### config.mk
export PLATFORM = sky130hd
export DESIGN_NAME = pcxn_ctrl
export DESIGN_NICKNAME = d
export VERILOG_FILES = /design/src/hw/pcxn_pkg.sv /design/src/hw/pcxn_dp_if.sv /design/src/hw/pcxn_ctrl.sv /design/src/hw/pcxn_datapath.sv /design/src/hw/pcxn_lct_timer.sv
export SDC_FILE = /design/constraint.sdc
export NUM_CORES = 1
export LEC_CHECK = 0
export ABC_AREA = 1
export BUFFER_PORTS_ARGS = -buffer_cell sky130_fd_sc_hd__buf_2
export CAP_MARGIN = 15
export CORE_UTILIZATION = 46
export CTS_CLUSTER_DIAMETER = 120
export DETAILED_ROUTE_END_ITERATION = 8
export PLACE_DENSITY_LB_ADDON = 0.3
export SYNTH_ARGS = -nofsm -noshare
export SYNTH_HDL_FRONTEND = slang
export SYNTH_SLANG_ARGS = --single-unit
### constraint.sdc
create_clock -name CLOCK -period 2.8 [get_ports CLOCK]
set_clock_uncertainty 0.1 [all_clocks]
set_input_delay 0.14 -clock CLOCK [delete_from_list [all_inputs] [get_ports CLOCK]]
set_output_delay 0.14 -clock CLOCK [all_outputs]
set_load 0.03 [all_outputs]
### src/hw/pcxn_pkg.sv
// Purpose: shared constants and types of the connection control block
// Assumes: 50 MHz byte clock
// Notes: shared codes, symbol reset values and counts live here
package pcxn_pkg;

   // ----------------------------------------------------------------
   // connection manager states
   // ----------------------------------------------------------------
   typedef enum logic [2:0]
   {
      PCXN_OFF     = 3'b000,
      PCXN_BREAK   = 3'b001,
      PCXN_CONNECT = 3'b010,
      PCXN_NEXT    = 3'b011,
      PCXN_JOIN    = 3'b100,
      PCXN_ACTIVE  = 3'b101,
      PCXN_TRACE   = 3'b110,
      PCXN_MAINT   = 3'b111
   } pcxn_state_type;

   // ----------------------------------------------------------------
   // command and test codes
   // ----------------------------------------------------------------
   localparam logic [1:0] CMD_NONE = 2'h0;
   localparam logic [1:0] CMD_START = 2'h1;
   localparam logic [1:0] CMD_TRACE = 2'h2;
   localparam logic [1:0] CMD_STOP = 2'h3;
   localparam logic [1:0] LCT_NONE = 2'h0;
   localparam logic [1:0] LCT_PHY_DATA = 2'h1;
   localparam logic [1:0] LCT_IDLE = 2'h2;
   localparam logic [1:0] LCT_PHY_LOOP = 2'h3;

   // transmit line source selection
   localparam logic [1:0] TX_QUIET = 2'h0;
   localparam logic [1:0] TX_IDLE = 2'h1;
   localparam logic [1:0] TX_PHY_DATA = 2'h2;

   // ----------------------------------------------------------------
   // data path and timing
   // ----------------------------------------------------------------
   localparam int SYM_W = 10;
   localparam logic [SYM_W-1:0] IDLE_PAIR = 10'h3FF;
   localparam logic [SYM_W-1:0] SYM_RESET = 10'h000;
   localparam int CLOCK_MHZ = 50;
   localparam int SCRUB_TIME_NS = 3500;
   localparam int SCRUB_CYCLES = (SCRUB_TIME_NS * CLOCK_MHZ + 999) / 1000;
   localparam int SCRUB_W = 12;
   localparam int STT_W = 16;
   localparam logic [2:0] STATE_RESET = 3'h0;

endpackage

### src/hw/pcxn_dp_if.sv
// Purpose: path selection from control logic to symbol data path
// Assumes: single byte clock domain
// Notes: levels only, no handshake
`timescale 1ns/1ns
`default_nettype none
interface pcxn_dp_if;
   logic scrub;
   logic bypass;
   logic remote_loop_enable;
   modport ctl (output scrub, output bypass, output remote_loop_enable);
   modport dp (input scrub, input bypass, input remote_loop_enable);
endinterface
`default_nettype wire

### src/hw/pcxn_ctrl.sv
// Purpose: physical connection manager command and control
// Assumes: all inputs come from logic on CLOCK; CTRL_WR writes all fields, attach only in OFF, test select and join only when next_open
// Notes: fresh-write detection compares against the stored field value
`timescale 1ns/1ns
`default_nettype none
module pcxn_ctrl
#(
   parameter int STT_W = pcxn_pkg::STT_W,
   parameter int SCRUB_CYCLES = pcxn_pkg::SCRUB_CYCLES
)
(
   // clock, reset, enable
   input wire logic CLOCK,
   input wire logic RST,
   input wire logic CE,
   // control write
   input wire logic CTRL_WR,
   input wire logic SINGLE_ATTACH_STATION,
   input wire logic [1:0] LINK_TEST_SELECT,
   input wire logic LONG_TEST,
   input wire logic JOIN_REQUEST,
   input wire logic MAINT_REQUEST,
   input wire logic [1:0] CONNECTION_COMMAND,
   input wire logic DATAPATH_OVERRIDE,
   input wire logic SCRUB_REQUEST,
   input wire logic CORE_BYPASS_SELECT,
   input wire logic REMOTE_LOOP_ENABLE,
   input wire logic [STT_W-1:0] SHORT_TEST_TIME,
   input wire logic SIGNAL_CMD,
   // connection manager events
   input wire logic SIGNALING_ACTIVE,
   input wire logic CONNECT_DONE,
   input wire logic JOIN_DONE,
   input wire logic TIMEOUT,
   input wire logic QUIET_LINE_STATE,
   input wire logic MASTER_LINE_STATE,
   input wire logic HALT_LINE_STATE,
   // symbol data
   input wire logic [pcxn_pkg::SYM_W-1:0] RECEIVE_SYMBOL_DATA,
   input wire logic [pcxn_pkg::SYM_W-1:0] MAC_TRANSMIT_DATA,
   output logic [pcxn_pkg::SYM_W-1:0] REPEAT_OUTPUT_DATA,
   // status
   output logic [2:0] CONN_STATE,
   output logic SINGLE_ATTACH_STATE,
   output logic TEST_DONE_FLAG,
   output logic LINK_TEST_RUNNING,
   output logic [1:0] TX_LINE_SOURCE,
   output logic BYPASS_ACTIVE,
   output logic SCRUB_ACTIVE,
   output logic REMOTE_LOOP_ACTIVE
);
   // ----------------------------------------------------------------
   // declarations
   // ----------------------------------------------------------------
   // scrub count constants at counter width
   localparam logic [31:0] SCRUB_WIDE = 32'(SCRUB_CYCLES);
   localparam logic [pcxn_pkg::SCRUB_W-1:0] SCRUB_LOAD = SCRUB_WIDE[pcxn_pkg::SCRUB_W-1:0];
   localparam logic [pcxn_pkg::SCRUB_W-1:0] SCRUB_ONE = {{(pcxn_pkg::SCRUB_W-1){1'b0}}, 1'b1};
   // connection manager state
   pcxn_pkg::pcxn_state_type state_reg;
   pcxn_pkg::pcxn_state_type state_next;
   logic armed_reg; // start seen, may leave BREAK
   logic armed_next;
   logic [pcxn_pkg::SCRUB_W-1:0] scrub_cnt_reg;
   logic [pcxn_pkg::SCRUB_W-1:0] scrub_cnt_next;
   // stored control fields
   logic sas_reg;
   logic sas_next;
   logic [1:0] lts_reg;
   logic [1:0] lts_next;
   logic long_reg;
   logic long_next;
   logic join_reg;
   logic join_next;
   logic maint_reg;
   logic maint_next;
   logic [1:0] cmd_reg;
   logic [1:0] cmd_next;
   logic ovr_reg;
   logic ovr_next;
   logic scrub_req_reg;
   logic scrub_req_next;
   logic byp_sel_reg;
   logic byp_sel_next;
   logic rem_reg;
   logic rem_next;
   logic [STT_W-1:0] stt_reg;
   logic [STT_W-1:0] stt_next;
   // link test
   logic test_run_reg;
   logic test_run_next;
   logic test_done_reg;
   logic test_done_next;
   logic timer_load;
   logic timer_run;
   logic timer_done;
   // path selection and line source
   logic path_scrub_reg;
   logic path_scrub_next;
   logic path_bypass_reg;
   logic path_bypass_next;
   logic path_loop_reg;
   logic path_loop_next;
   logic [1:0] tx_src_reg;
   logic [1:0] tx_src_next;
   // write events
   logic next_open;
   logic cmd_fire;
   logic join_fire;
   logic lts_fire;
   logic test_stop;
   // symbol path
   logic [pcxn_pkg::SYM_W-1:0] repeat_sym;
   pcxn_dp_if dp_bus ();

   // ----------------------------------------------------------------
   // write events
   // ----------------------------------------------------------------
   // a code acts only when written nonzero over a cleared value
   function automatic logic fresh_code(input logic [1:0] old_val, input logic [1:0] new_val);
      fresh_code = (old_val == 2'h0) && (new_val != 2'h0);
   endfunction

   // test select and join are open only in NEXT with signaling idle
   assign next_open = (state_reg == pcxn_pkg::PCXN_NEXT) && !SIGNALING_ACTIVE;
   assign cmd_fire = CTRL_WR && fresh_code(cmd_reg, CONNECTION_COMMAND);
   assign join_fire = CTRL_WR && next_open && fresh_code({1'b0, join_reg}, {1'b0, JOIN_REQUEST});
   assign lts_fire = CTRL_WR && next_open && fresh_code(lts_reg, LINK_TEST_SELECT);

   // ----------------------------------------------------------------
   // control fields
   // ----------------------------------------------------------------
   // field capture on the write strobe
   always_comb
   begin
      sas_next = sas_reg;
      lts_next = lts_reg;
      long_next = long_reg;
      join_next = join_reg;
      maint_next = maint_reg;
      cmd_next = cmd_reg;
      ovr_next = ovr_reg;
      scrub_req_next = scrub_req_reg;
      byp_sel_next = byp_sel_reg;
      rem_next = rem_reg;
      stt_next = stt_reg;
      if (CTRL_WR)
      begin
         long_next = LONG_TEST;
         maint_next = MAINT_REQUEST;
         cmd_next = CONNECTION_COMMAND;
         ovr_next = DATAPATH_OVERRIDE;
         scrub_req_next = SCRUB_REQUEST;
         byp_sel_next = CORE_BYPASS_SELECT;
         rem_next = REMOTE_LOOP_ENABLE;
         stt_next = SHORT_TEST_TIME;
         if (state_reg == pcxn_pkg::PCXN_OFF)
            sas_next = SINGLE_ATTACH_STATION;
         if (next_open)
         begin
            lts_next = LINK_TEST_SELECT;
            join_next = JOIN_REQUEST;
         end
      end
   end

   // field registers, all cleared by reset
   always_ff @(posedge CLOCK)
   begin
      if (RST)
      begin
         sas_reg <= 1'b0;
         lts_reg <= 2'h0;
         long_reg <= 1'b0;
         join_reg <= 1'b0;
         maint_reg <= 1'b0;
         cmd_reg <= 2'h0;
         ovr_reg <= 1'b0;
         scrub_req_reg <= 1'b0;
         byp_sel_reg <= 1'b0;
         rem_reg <= 1'b0;
         stt_reg <= '0;
      end
      else if (CE)
      begin
         sas_reg <= sas_next;
         lts_reg <= lts_next;
         long_reg <= long_next;
         join_reg <= join_next;
         maint_reg <= maint_next;
         cmd_reg <= cmd_next;
         ovr_reg <= ovr_next;
         scrub_req_reg <= scrub_req_next;
         byp_sel_reg <= byp_sel_next;
         rem_reg <= rem_next;
         stt_reg <= stt_next;
      end
   end

   // ----------------------------------------------------------------
   // connection state machine
   // ----------------------------------------------------------------
   // next state from handshakes, line events and commands
   always_comb
   begin
      state_next = state_reg;
      armed_next = armed_reg;
      scrub_cnt_next = scrub_cnt_reg;
      case (state_reg)
         pcxn_pkg::PCXN_OFF:
         begin
            if (maint_reg)
               state_next = pcxn_pkg::PCXN_MAINT;
         end
         pcxn_pkg::PCXN_BREAK:
         begin
            if (scrub_cnt_reg != '0)
               scrub_cnt_next = scrub_cnt_reg - SCRUB_ONE;
            else if (armed_reg)
            begin
               state_next = pcxn_pkg::PCXN_CONNECT;
               armed_next = 1'b0;
            end
         end
         pcxn_pkg::PCXN_CONNECT:
         begin
            if (CONNECT_DONE)
               state_next = pcxn_pkg::PCXN_NEXT;
         end
         pcxn_pkg::PCXN_NEXT:
         begin
            if (join_fire)
               state_next = pcxn_pkg::PCXN_JOIN;
         end
         pcxn_pkg::PCXN_JOIN:
         begin
            if (JOIN_DONE)
               state_next = pcxn_pkg::PCXN_ACTIVE;
         end
         default:
         begin
            state_next = state_reg;
         end
      endcase
      // line events break the connection without arming a restart
      if ((QUIET_LINE_STATE || TIMEOUT) && state_reg != pcxn_pkg::PCXN_OFF &&
         state_reg != pcxn_pkg::PCXN_MAINT && state_reg != pcxn_pkg::PCXN_BREAK)
      begin
         state_next = pcxn_pkg::PCXN_BREAK;
         armed_next = 1'b0;
         if (state_reg == pcxn_pkg::PCXN_ACTIVE)
            scrub_cnt_next = SCRUB_LOAD;
      end
      // commands override everything else
      if (cmd_fire)
      begin
         if (CONNECTION_COMMAND == pcxn_pkg::CMD_START)
         begin
            armed_next = 1'b1;
            if (state_reg != pcxn_pkg::PCXN_BREAK)
            begin
               state_next = pcxn_pkg::PCXN_BREAK;
               if (state_reg == pcxn_pkg::PCXN_ACTIVE)
                  scrub_cnt_next = SCRUB_LOAD;
               else
                  scrub_cnt_next = '0;
            end
         end
         else if (CONNECTION_COMMAND == pcxn_pkg::CMD_STOP)
         begin
            state_next = pcxn_pkg::PCXN_OFF;
            armed_next = 1'b0;
            scrub_cnt_next = '0;
         end
         else if (CONNECTION_COMMAND == pcxn_pkg::CMD_TRACE && state_reg == pcxn_pkg::PCXN_ACTIVE)
            state_next = pcxn_pkg::PCXN_TRACE;
      end
   end

   // state registers
   always_ff @(posedge CLOCK)
   begin
      if (RST)
      begin
         state_reg <= pcxn_pkg::PCXN_OFF;
         armed_reg <= 1'b0;
         scrub_cnt_reg <= '0;
      end
      else if (CE)
      begin
         state_reg <= state_next;
         armed_reg <= armed_next;
         scrub_cnt_reg <= scrub_cnt_next;
      end
   end

   // ----------------------------------------------------------------
   // link confidence test
   // ----------------------------------------------------------------
   // stop on line state, signal, timer, join or command
   assign test_stop = test_run_reg && (MASTER_LINE_STATE || HALT_LINE_STATE || SIGNAL_CMD ||
      (!long_reg && timer_done) || join_fire || cmd_fire);
   assign timer_run = test_run_reg && !long_reg;

   // start, stop and done flag
   always_comb
   begin
      test_run_next = test_run_reg;
      test_done_next = test_done_reg;
      timer_load = 1'b0;
      if (test_stop)
         test_run_next = 1'b0;
      if (lts_fire && !join_fire && !cmd_fire)
      begin
         test_run_next = 1'b1;
         test_done_next = 1'b1;
         timer_load = 1'b1;
      end
      if (state_next != pcxn_pkg::PCXN_NEXT)
         test_run_next = 1'b0;
      if (state_next == pcxn_pkg::PCXN_BREAK || state_next == pcxn_pkg::PCXN_OFF)
         test_done_next = 1'b0;
   end

   // test registers
   always_ff @(posedge CLOCK)
   begin
      if (RST)
      begin
         test_run_reg <= 1'b0;
         test_done_reg <= 1'b0;
      end
      else if (CE)
      begin
         test_run_reg <= test_run_next;
         test_done_reg <= test_done_next;
      end
   end

   // short test timer
   pcxn_lct_timer #(.W(STT_W)) i_pcxn_lct_timer (.clk(CLOCK), .rst(RST), .ce(CE), .load(timer_load),
      .run(timer_run), .length(stt_reg), .done(timer_done));

   // ----------------------------------------------------------------
   // data path selection
   // ----------------------------------------------------------------
   // from next values so the path moves with the state
   always_comb
   begin
      path_scrub_next = 1'b0;
      path_bypass_next = 1'b0;
      path_loop_next = 1'b0;
      tx_src_next = pcxn_pkg::TX_QUIET;
      if (state_next == pcxn_pkg::PCXN_MAINT || ovr_next)
      begin
         path_scrub_next = scrub_req_next;
         path_bypass_next = byp_sel_next;
         path_loop_next = rem_next;
      end
      else
      begin
         path_scrub_next = (state_next == pcxn_pkg::PCXN_BREAK) && (scrub_cnt_next != '0);
         path_bypass_next = !sas_next && state_next != pcxn_pkg::PCXN_ACTIVE &&
            state_next != pcxn_pkg::PCXN_TRACE;
         path_loop_next = test_run_next && (lts_next == pcxn_pkg::LCT_PHY_LOOP);
      end
      if (test_run_next)
         tx_src_next = (lts_next == pcxn_pkg::LCT_IDLE) ? pcxn_pkg::TX_IDLE : pcxn_pkg::TX_PHY_DATA;
      else if (state_next == pcxn_pkg::PCXN_ACTIVE || state_next == pcxn_pkg::PCXN_TRACE)
         tx_src_next = pcxn_pkg::TX_PHY_DATA;
      else if (state_next != pcxn_pkg::PCXN_OFF)
         tx_src_next = pcxn_pkg::TX_IDLE;
   end

   // path registers; bypass starts set to match OFF
   always_ff @(posedge CLOCK)
   begin
      if (RST)
      begin
         path_scrub_reg <= 1'b0;
         path_bypass_reg <= 1'b1;
         path_loop_reg <= 1'b0;
         tx_src_reg <= pcxn_pkg::TX_QUIET;
      end
      else if (CE)
      begin
         path_scrub_reg <= path_scrub_next;
         path_bypass_reg <= path_bypass_next;
         path_loop_reg <= path_loop_next;
         tx_src_reg <= tx_src_next;
      end
   end

   // selection to the symbol path
   assign dp_bus.scrub = path_scrub_reg;
   assign dp_bus.bypass = path_bypass_reg;
   assign dp_bus.remote_loop_enable = path_loop_reg;

   // repeat multiplexer
   pcxn_datapath i_pcxn_datapath (.clk(CLOCK), .rst(RST), .ce(CE), .sel(dp_bus.dp),
      .rx_sym(RECEIVE_SYMBOL_DATA), .tx_sym(MAC_TRANSMIT_DATA), .repeat_sym(repeat_sym));

   // ----------------------------------------------------------------
   // outputs, all from registers
   // ----------------------------------------------------------------
   assign REPEAT_OUTPUT_DATA = repeat_sym;
   assign CONN_STATE = state_reg;
   assign SINGLE_ATTACH_STATE = sas_reg;
   assign TEST_DONE_FLAG = test_done_reg;
   assign LINK_TEST_RUNNING = test_run_reg;
   assign TX_LINE_SOURCE = tx_src_reg;
   assign BYPASS_ACTIVE = path_bypass_reg;
   assign SCRUB_ACTIVE = path_scrub_reg;
   assign REMOTE_LOOP_ACTIVE = path_loop_reg;
endmodule
`default_nettype wire

### src/hw/pcxn_datapath.sv
// Purpose: repeat output multiplexer with one byte clock of latency
// Assumes: symbol inputs come from logic on the byte clock
// Notes: scrub beats bypass, bypass beats receive data
`timescale 1ns/1ns
`default_nettype none
module pcxn_datapath
(
   // clock and control
   input wire logic clk,
   input wire logic rst,
   input wire logic ce,
   pcxn_dp_if.dp sel,
   // symbols
   input wire logic [pcxn_pkg::SYM_W-1:0] rx_sym,
   input wire logic [pcxn_pkg::SYM_W-1:0] tx_sym,
   output logic [pcxn_pkg::SYM_W-1:0] repeat_sym
);
   logic [pcxn_pkg::SYM_W-1:0] rep_reg;
   logic [pcxn_pkg::SYM_W-1:0] rep_next;

   // source selection for the repeat path
   always_comb
   begin
      if (sel.scrub)
         rep_next = pcxn_pkg::IDLE_PAIR;
      else if (sel.bypass)
         rep_next = tx_sym;
      else
         rep_next = rx_sym;
   end

   // single latch stage
   always_ff @(posedge clk)
   begin
      if (rst)
         rep_reg <= pcxn_pkg::SYM_RESET;
      else if (ce)
         rep_reg <= rep_next;
   end

   assign repeat_sym = rep_reg;
endmodule
`default_nettype wire

### src/hw/pcxn_lct_timer.sv
// Purpose: short link test down-counter
// Assumes: load and count on the byte clock
// Notes: done rises as the count reaches zero and stays high while run is held at zero count
`timescale 1ns/1ns
`default_nettype none
module pcxn_lct_timer
#(
   parameter int W = pcxn_pkg::STT_W
)
(
   // clock
   input wire logic clk,
   input wire logic rst,
   input wire logic ce,
   // control
   input wire logic load,
   input wire logic run,
   input wire logic [W-1:0] length,
   output logic done
);
   logic [W-1:0] cnt_reg;
   logic [W-1:0] cnt_next;
   logic done_reg;
   logic done_next;

   // count down while running
   always_comb
   begin
      cnt_next = cnt_reg;
      done_next = 1'b0;
      if (load)
         cnt_next = length;
      else if (run && cnt_reg != '0)
      begin
         cnt_next = cnt_reg - W'(1);
         done_next = (cnt_reg == W'(1));
      end
      else if (run)
         done_next = 1'b1;
   end

   always_ff @(posedge clk)
   begin
      if (rst)
      begin
         cnt_reg <= '0;
         done_reg <= 1'b0;
      end
      else if (ce)
      begin
         cnt_reg <= cnt_next;
         done_reg <= done_next;
      end
   end

   assign done = done_reg;
endmodule
`default_nettype wire

; Yosys cells after proc, flatten, opt, wreduce, memory -nomap -nowiden
; Cells that the tools add are included.
[totals]
ff_bits = 78
inputBits = 60
output_inout_bits = 21
elab_cells = 155
[op_classes]
addsub = 2
muxes = 56
bitwise_logic = 1
n_eq_ne = 20
reduce_logical = 53
[op_table]
columns = op, count
row1 = 12-bit two-way mux, 8
row2 = 3-bit two-way mux, 12
row3 = 16-bit two-way mux, 2
row4 = 1-bit two-way mux, 25
row5 = 12-bit nonzero test, 2
row6 = 1-bit logical AND, 22
row7 = 10-bit two-way mux, 2
row8 = "16-bit by 1-bit equality test with 1-bit output, second input constant", 1
row9 = 16-bit nonzero test, 1
row10 = "16-bit by 1-bit subtractor with 16-bit output, second input constant", 1
row11 = "3-bit equality test, second input constant", 5
row12 = 3-bit one-hot mux with 5 select lines, 1
row13 = "12-bit by 1-bit subtractor with 12-bit output, second input constant", 1
row14 = 2-bit two-way mux, 5
row15 = 1-bit logical OR, 9
row16 = "3-bit inequality test, second input constant", 3
row17 = "2-bit equality test, second input constant", 4
row18 = 8-bit two-way mux, 1
row19 = 2-bit nonzero test, 4
row20 = "3-bit by 1-bit equality test with 1-bit output, second input constant", 2
row21 = "3-bit by 2-bit equality test with 1-bit output, second input constant", 2
row22 = 3-bit zero test, 2
row23 = 2-bit AND reduction, 3
row24 = 3-bit nonzero test, 2
row25 = 7 further kinds, 12

; Longest topological paths before layout
[depth]
depth_word = 15
depth_mapped = 15
ltp_nobuf = 15

; Modules after synthesis
; From an unflattened synthesis, not the netlist that was laid out.
[unflattened]
cells_unflattened = 749
hier_area_um2 = 4729.5
[by_module_without_submodules]
columns = module, seq_area_each_um2, cells_per_inst, area_each_um2, n_inst
row1 = pcxn_ctrl, 1021.0, 451, 2922.8, 1
row2 = pcxn_lct_timer, 340.3, 212, 1290.0, 1
row3 = pcxn_datapath, 200.2, 86, 516.7, 1

; Worst setup path after synthesis
; Ideal clock, no wire load.
[synth_path]
path_kind = register -> register
start = register state_reg[0] (netlist: CONN_STATE[0])
end = register path_loop_reg (netlist: REMOTE_LOOP_ACTIVE)
period_less_slack_ns = 2.063
path_buffers = 1
setup_ns = 0.132
required_ns = 2.568
arrival_ns = 1.831
path_slack_ns = 0.737
path_stages_with_launch = 15
cell_sequence = dfxtp_1 buf_4 nand2_2 nor2_2 inv_1 a21oi_1 nor2_1 nand2_1 nand2_1 a21oi_4 nand3_2 nand2_1 nand2_1 nand3_1 a21oi_1
[synth_via]
elab_chain_cells = 15
word_cells_on_any_way = 47
classes_between = 10 x eq/ne / 19 x mux / 18 x reduce/logical
[synth_lines]
columns = element, line_no
row1 = start: declaration, pcxn_ctrl.sv:60  ; pcxn_pkg::pcxn_state_type state_reg;
row2 = start signal: assignment, pcxn_ctrl.sv:285  ; state_reg <= pcxn_pkg::PCXN_OFF;
row3 = start signal: assignment, pcxn_ctrl.sv:291  ; state_reg <= state_next;
row4 = 3-bit by 2-bit equality test with 1-bit output, "pcxn_ctrl.sv:125, pcxn_ctrl.sv:209"
row5 = 1-bit logical AND, pcxn_ctrl.sv:125  ; assign next_open = (state_reg == pcxn_pkg::PCXN_NEXT) && !SIGNALING_ACTIVE;
row6 = 1-bit logical AND, "pcxn_ctrl.sv:127, pcxn_ctrl.sv:128"
row7 = 1-bit logical AND, pcxn_ctrl.sv:127  ; assign join_fire = CTRL_WR && next_open && fresh_code({1'b0, join_reg}, {1'b0, JOIN_REQUEST});
row8 = 3-bit two-way mux, pcxn_ctrl.sv:232  ; if (join_fire)
row9 = 3-bit one-hot mux with 5 select lines, pcxn_ctrl.sv:209  ; case (state_reg)
row10 = 3-bit two-way mux, pcxn_ctrl.sv:246  ; if ((QUIET_LINE_STATE || TIMEOUT) && state_reg != pcxn_pkg::PCXN_OFF &&
row11 = 3-bit two-way mux, pcxn_ctrl.sv:275  ; else if (CONNECTION_COMMAND == pcxn_pkg::CMD_TRACE && state_reg == pcxn_pkg::PCXN_ACTIVE)
row12 = 3-bit two-way mux, pcxn_ctrl.sv:269  ; else if (CONNECTION_COMMAND == pcxn_pkg::CMD_STOP)
row13 = 3-bit two-way mux, pcxn_ctrl.sv:257  ; if (CONNECTION_COMMAND == pcxn_pkg::CMD_START)
row14 = 3-bit two-way mux, pcxn_ctrl.sv:255  ; if (cmd_fire)
row15 = 3-bit by 2-bit inequality test with 1-bit output, pcxn_ctrl.sv:319  ; if (state_next != pcxn_pkg::PCXN_NEXT)
row16 = 1-bit two-way mux, pcxn_ctrl.sv:319
row17 = 1-bit logical AND, pcxn_ctrl.sv:365  ; path_loop_next = test_run_next && (lts_next == pcxn_pkg::LCT_PHY_LOOP);
row18 = 1-bit two-way mux (*), pcxn_ctrl.sv:354  ; if (state_next == pcxn_pkg::PCXN_MAINT || ovr_next)
row19 = end signal: assignment, pcxn_ctrl.sv:389  ; path_loop_reg <= path_loop_next;
row20 = end: declaration, pcxn_ctrl.sv:102  ; logic path_loop_reg;
; Every way passes the cells marked *; elsewhere a longest branch is shown, timed or not.
; A chain may end at the register's enable or synchronous reset.

==> results.cfg <==
[global_route]
antenna_found_initial = 0
grt_usage_pct = 25.70
grt_pass1_vias = 4440
grt.overflow.total = 0
grt_pass1_wl_mm = 20.53
grt_max_degree = 38

[setup_path]
reg2reg_depth = 10
endpoint_kind = flip-flop
crit_type = in -> reg
crit_arrival_ns = 2.62
slowest_stage = dlygate4sd3_1
cp.required_ns = 2.92
r2r_end = i_pcxn_lct_timer.cnt_reg[1]$_SDFFE_PP0P_
start_kind = primary input
path_cells = buf_2 -> clkinv_1 -> buf_4 -> nor2_1 -> a31oi_1 -> dlygate4sd3_1
crit_start = CE
crit_family = buffers and inverters
r2r_slack_ns = 0.42
critPathMaxStageDelay_ns = 0.63
crit_buf_inv = 4
r2r-start = CONN_STATE[0]$_SDFFE_PP0P_
worstPathMaxFanout = 19

[flow_run]
drv_cap = 0

[clock_tree]
cts_buffers = 9
postCtsSetupBuffers = 0
cts_max_path_buffers = 2
clockRootBuffer = clkbuf_8
clock_latency_ns = 0.35
clk_pin_slew_worst_paths_ns = 0.08
cts_tree = built
cts.sinks = 78
ctsHtreeMaxLevel = 3

[final_layout]
multiInputGateArea_mm2 = 0.002439
fin_util_pct = 59.20
diodes = 0
stdcell_area_mm2 = 0.005470
fin_nets = 834
layout-drive-gt1-share_pct = 17.65
area_growth_pct = 24.20
fillers = 835
seq_area_mm2 = 0.001562

[drt]
drt-total-wl_mm = 12.36
wl_per_cell_um = 13.65
ant_nets = 0
drc = 0
vias_per_cell = 5.233
drt_iter0_drc = 225
vias = 4736
dr.pass1.iters = 5

[logic_synthesis]
yosysTopAreaCell = dfxtp_1
synth.most_common_cell = nand2_1
syn_nets = 723
ys_top_cells_by_area = dfxtp_1 35%, nand2_1 10%, nor2_1 9.8%
syn_avg_cell_area_um2 = 6.673
syn_area_mm2 = 0.004404
synth_ff_type = dfxtp_1
yosys-top-cells-count = 117 x nand2_1, 115 x nor2_1, 78 x dfxtp_1
ys_async_sr_fraction_pct = 0
synthCells = 660
synth_seq_cells = 78
synth_edf_count = 0
ys_types = 41
yosys_warnings = 0
ys_seq_area_share_pct = 35.45
synthDominantCellAreaShare_pct = 35.45

[die]
coreArea_mm2 = 0.009240
die-area_mm2 = 0.009970
initial_core_util_pct = 47.66
dieWidth_um = 99.85
fp.dieH_um = 99.85
io_pins = 81
placementRows = 35

[timing]
fmax_mhz = 399.7
finalHoldViolCount = 0
setup_viol = 0
min_period_ns = 2.502
worst_pin_slew_ns = 0.6439
fin_ws_ns = 0.2982
drv_slew = 0
period_share_pct = 89.35
tns_ns = 0
grt_setup_unrepaired = no
max_slew_margin_pct = 56.92

[hold_path]
whs_endpoint = join_reg$_SDFFE_PP0P_
worstHoldStart = SIGNALING_ACTIVE
hp-class = in -> reg
whs_path_depth = 4

[placed_design]
post-dp-hpwl_mm = 8.272
placed_area_mm2 = 0.004881
port_buffers = 80
place_ws_ns = 0.4903
gp_congestion = 0.8815

[pwr]
power_density_mw_per_mm2 = 525.8
ir_worst_vdd_mv = 0.3261
p_leak_nw = 2.621

[status]
status = finished clean
==> placed cells by master, fill, tap and decap left out, types with 2 or more instances in the layout <==
cell type,Yosys,layout
xor2_1,7,7
nand2_4,4,4
clkinv_2,0,3
xnor2_1,2,2
nor2_2,9,9
a21oi_1,33,33
a211oi_1,7,7
inv_1,62,62
o211ai_1,9,9
dlygate4sd3_1,0,40
inv_2,4,4
nand2_2,6,6
mux2i_1,3,3
clkinv_1,3,3
buf_2,5,80
nor2_1,115,115
nand3_2,3,3
nand3_1,45,45
nand2_1,117,117
o21ai_1,4,4
nand3_4,2,2
nor3_1,5,5
a31oi_1,18,18
dfxtp_1,78,78
buf_4,1,8
clkbuf_8,0,9
o21ai_0,68,68
nand4_1,12,12
ha_1,3,3
==> report_power, final <==
part	internal [W]	switching, W
Sequential	0.00118	0.0000649
Clock	0.000411	0.000430
Combinational	0.000297	0.000489
==> area by class of cell <==
| cell class | count | share of cell area, % |
|---|---|---|
| clock buffers | 10 | 2.333 |
| clock inverters | 6 | 1.121 |
| inverters | 69 | 4.735 |
| multi-input cells | 485 | 44.58 |
| flip-flops and latches | 78 | 28.55 |
| well taps | 129 | 2.951 |
| repair buffers | 128 | 15.74 |
==> worst max-delay path by stage <==
stage                                                 endpoint  cells past startpoint
global placement      i_pcxn_lct_timer.cnt_reg[1]$_SDFFE_PP0P_                     10
floorplan                      REMOTE_LOOP_ACTIVE$_SDFFE_PP0P_                     14
global route          i_pcxn_lct_timer.cnt_reg[1]$_SDFFE_PP0P_                     10
CTS                   i_pcxn_lct_timer.cnt_reg[1]$_SDFFE_PP0P_                     10
finish              i_pcxn_datapath.repeat_sym[9]$_SDFFE_PP0P_                      6
detailed placement    i_pcxn_lct_timer.cnt_reg[1]$_SDFFE_PP0P_                     10
==> metrics by stage <==
stage,power (W),instances,hold WS [ns]
2_1_floorplan,0.001806,660,0.1962
3_3_place_gp,0.001976,849,0.2878
3_5_place_dp,0.001989,849,0.2946
4_1_cts,0.002875,905,0.03555
5_1_grt,0.003044,905,0.05688
6_report,0.002876,905,0.04394
==> cells by family after synthesis <==
| group | share of synthesized area [%] |
|---|---|
| AOI/OAI and AO/OA | 19.26 |
| xor gates and xnor gates | 1.790 |
| adders and majority gates | 0.8524 |
| buffers and inverters | 9.176 |
| DFF | 35.45 |
| muxes | 0.6818 |
| and+or+nand+nor | 32.78 |
==> repair_timing <==
item                                    4_1_cts  5_1_grt
endpoints found under the setup margin        0        0
hold buffers                                 40        0
endpoints found under the hold margin        30        0
gates resized for setup                       0        0
==> worst min-delay path: stages <==
cell and delay (ns):
buf_2 0.09, nor2_2 0.05, nand3_1 0.09, a21oi_1 0.07
==> routing by layer <==
layer  vias up  GRT usage (%)  part of all wire (%)
met5         -              0                     0
met4         0          9.615                   1.7
met3        20          4.457                   5.8
met2       138          44.83                    48
met1      2184          31.68                    44
li1       2394              -                     -
Note: power is estimated with default switching activity, not from simulation.
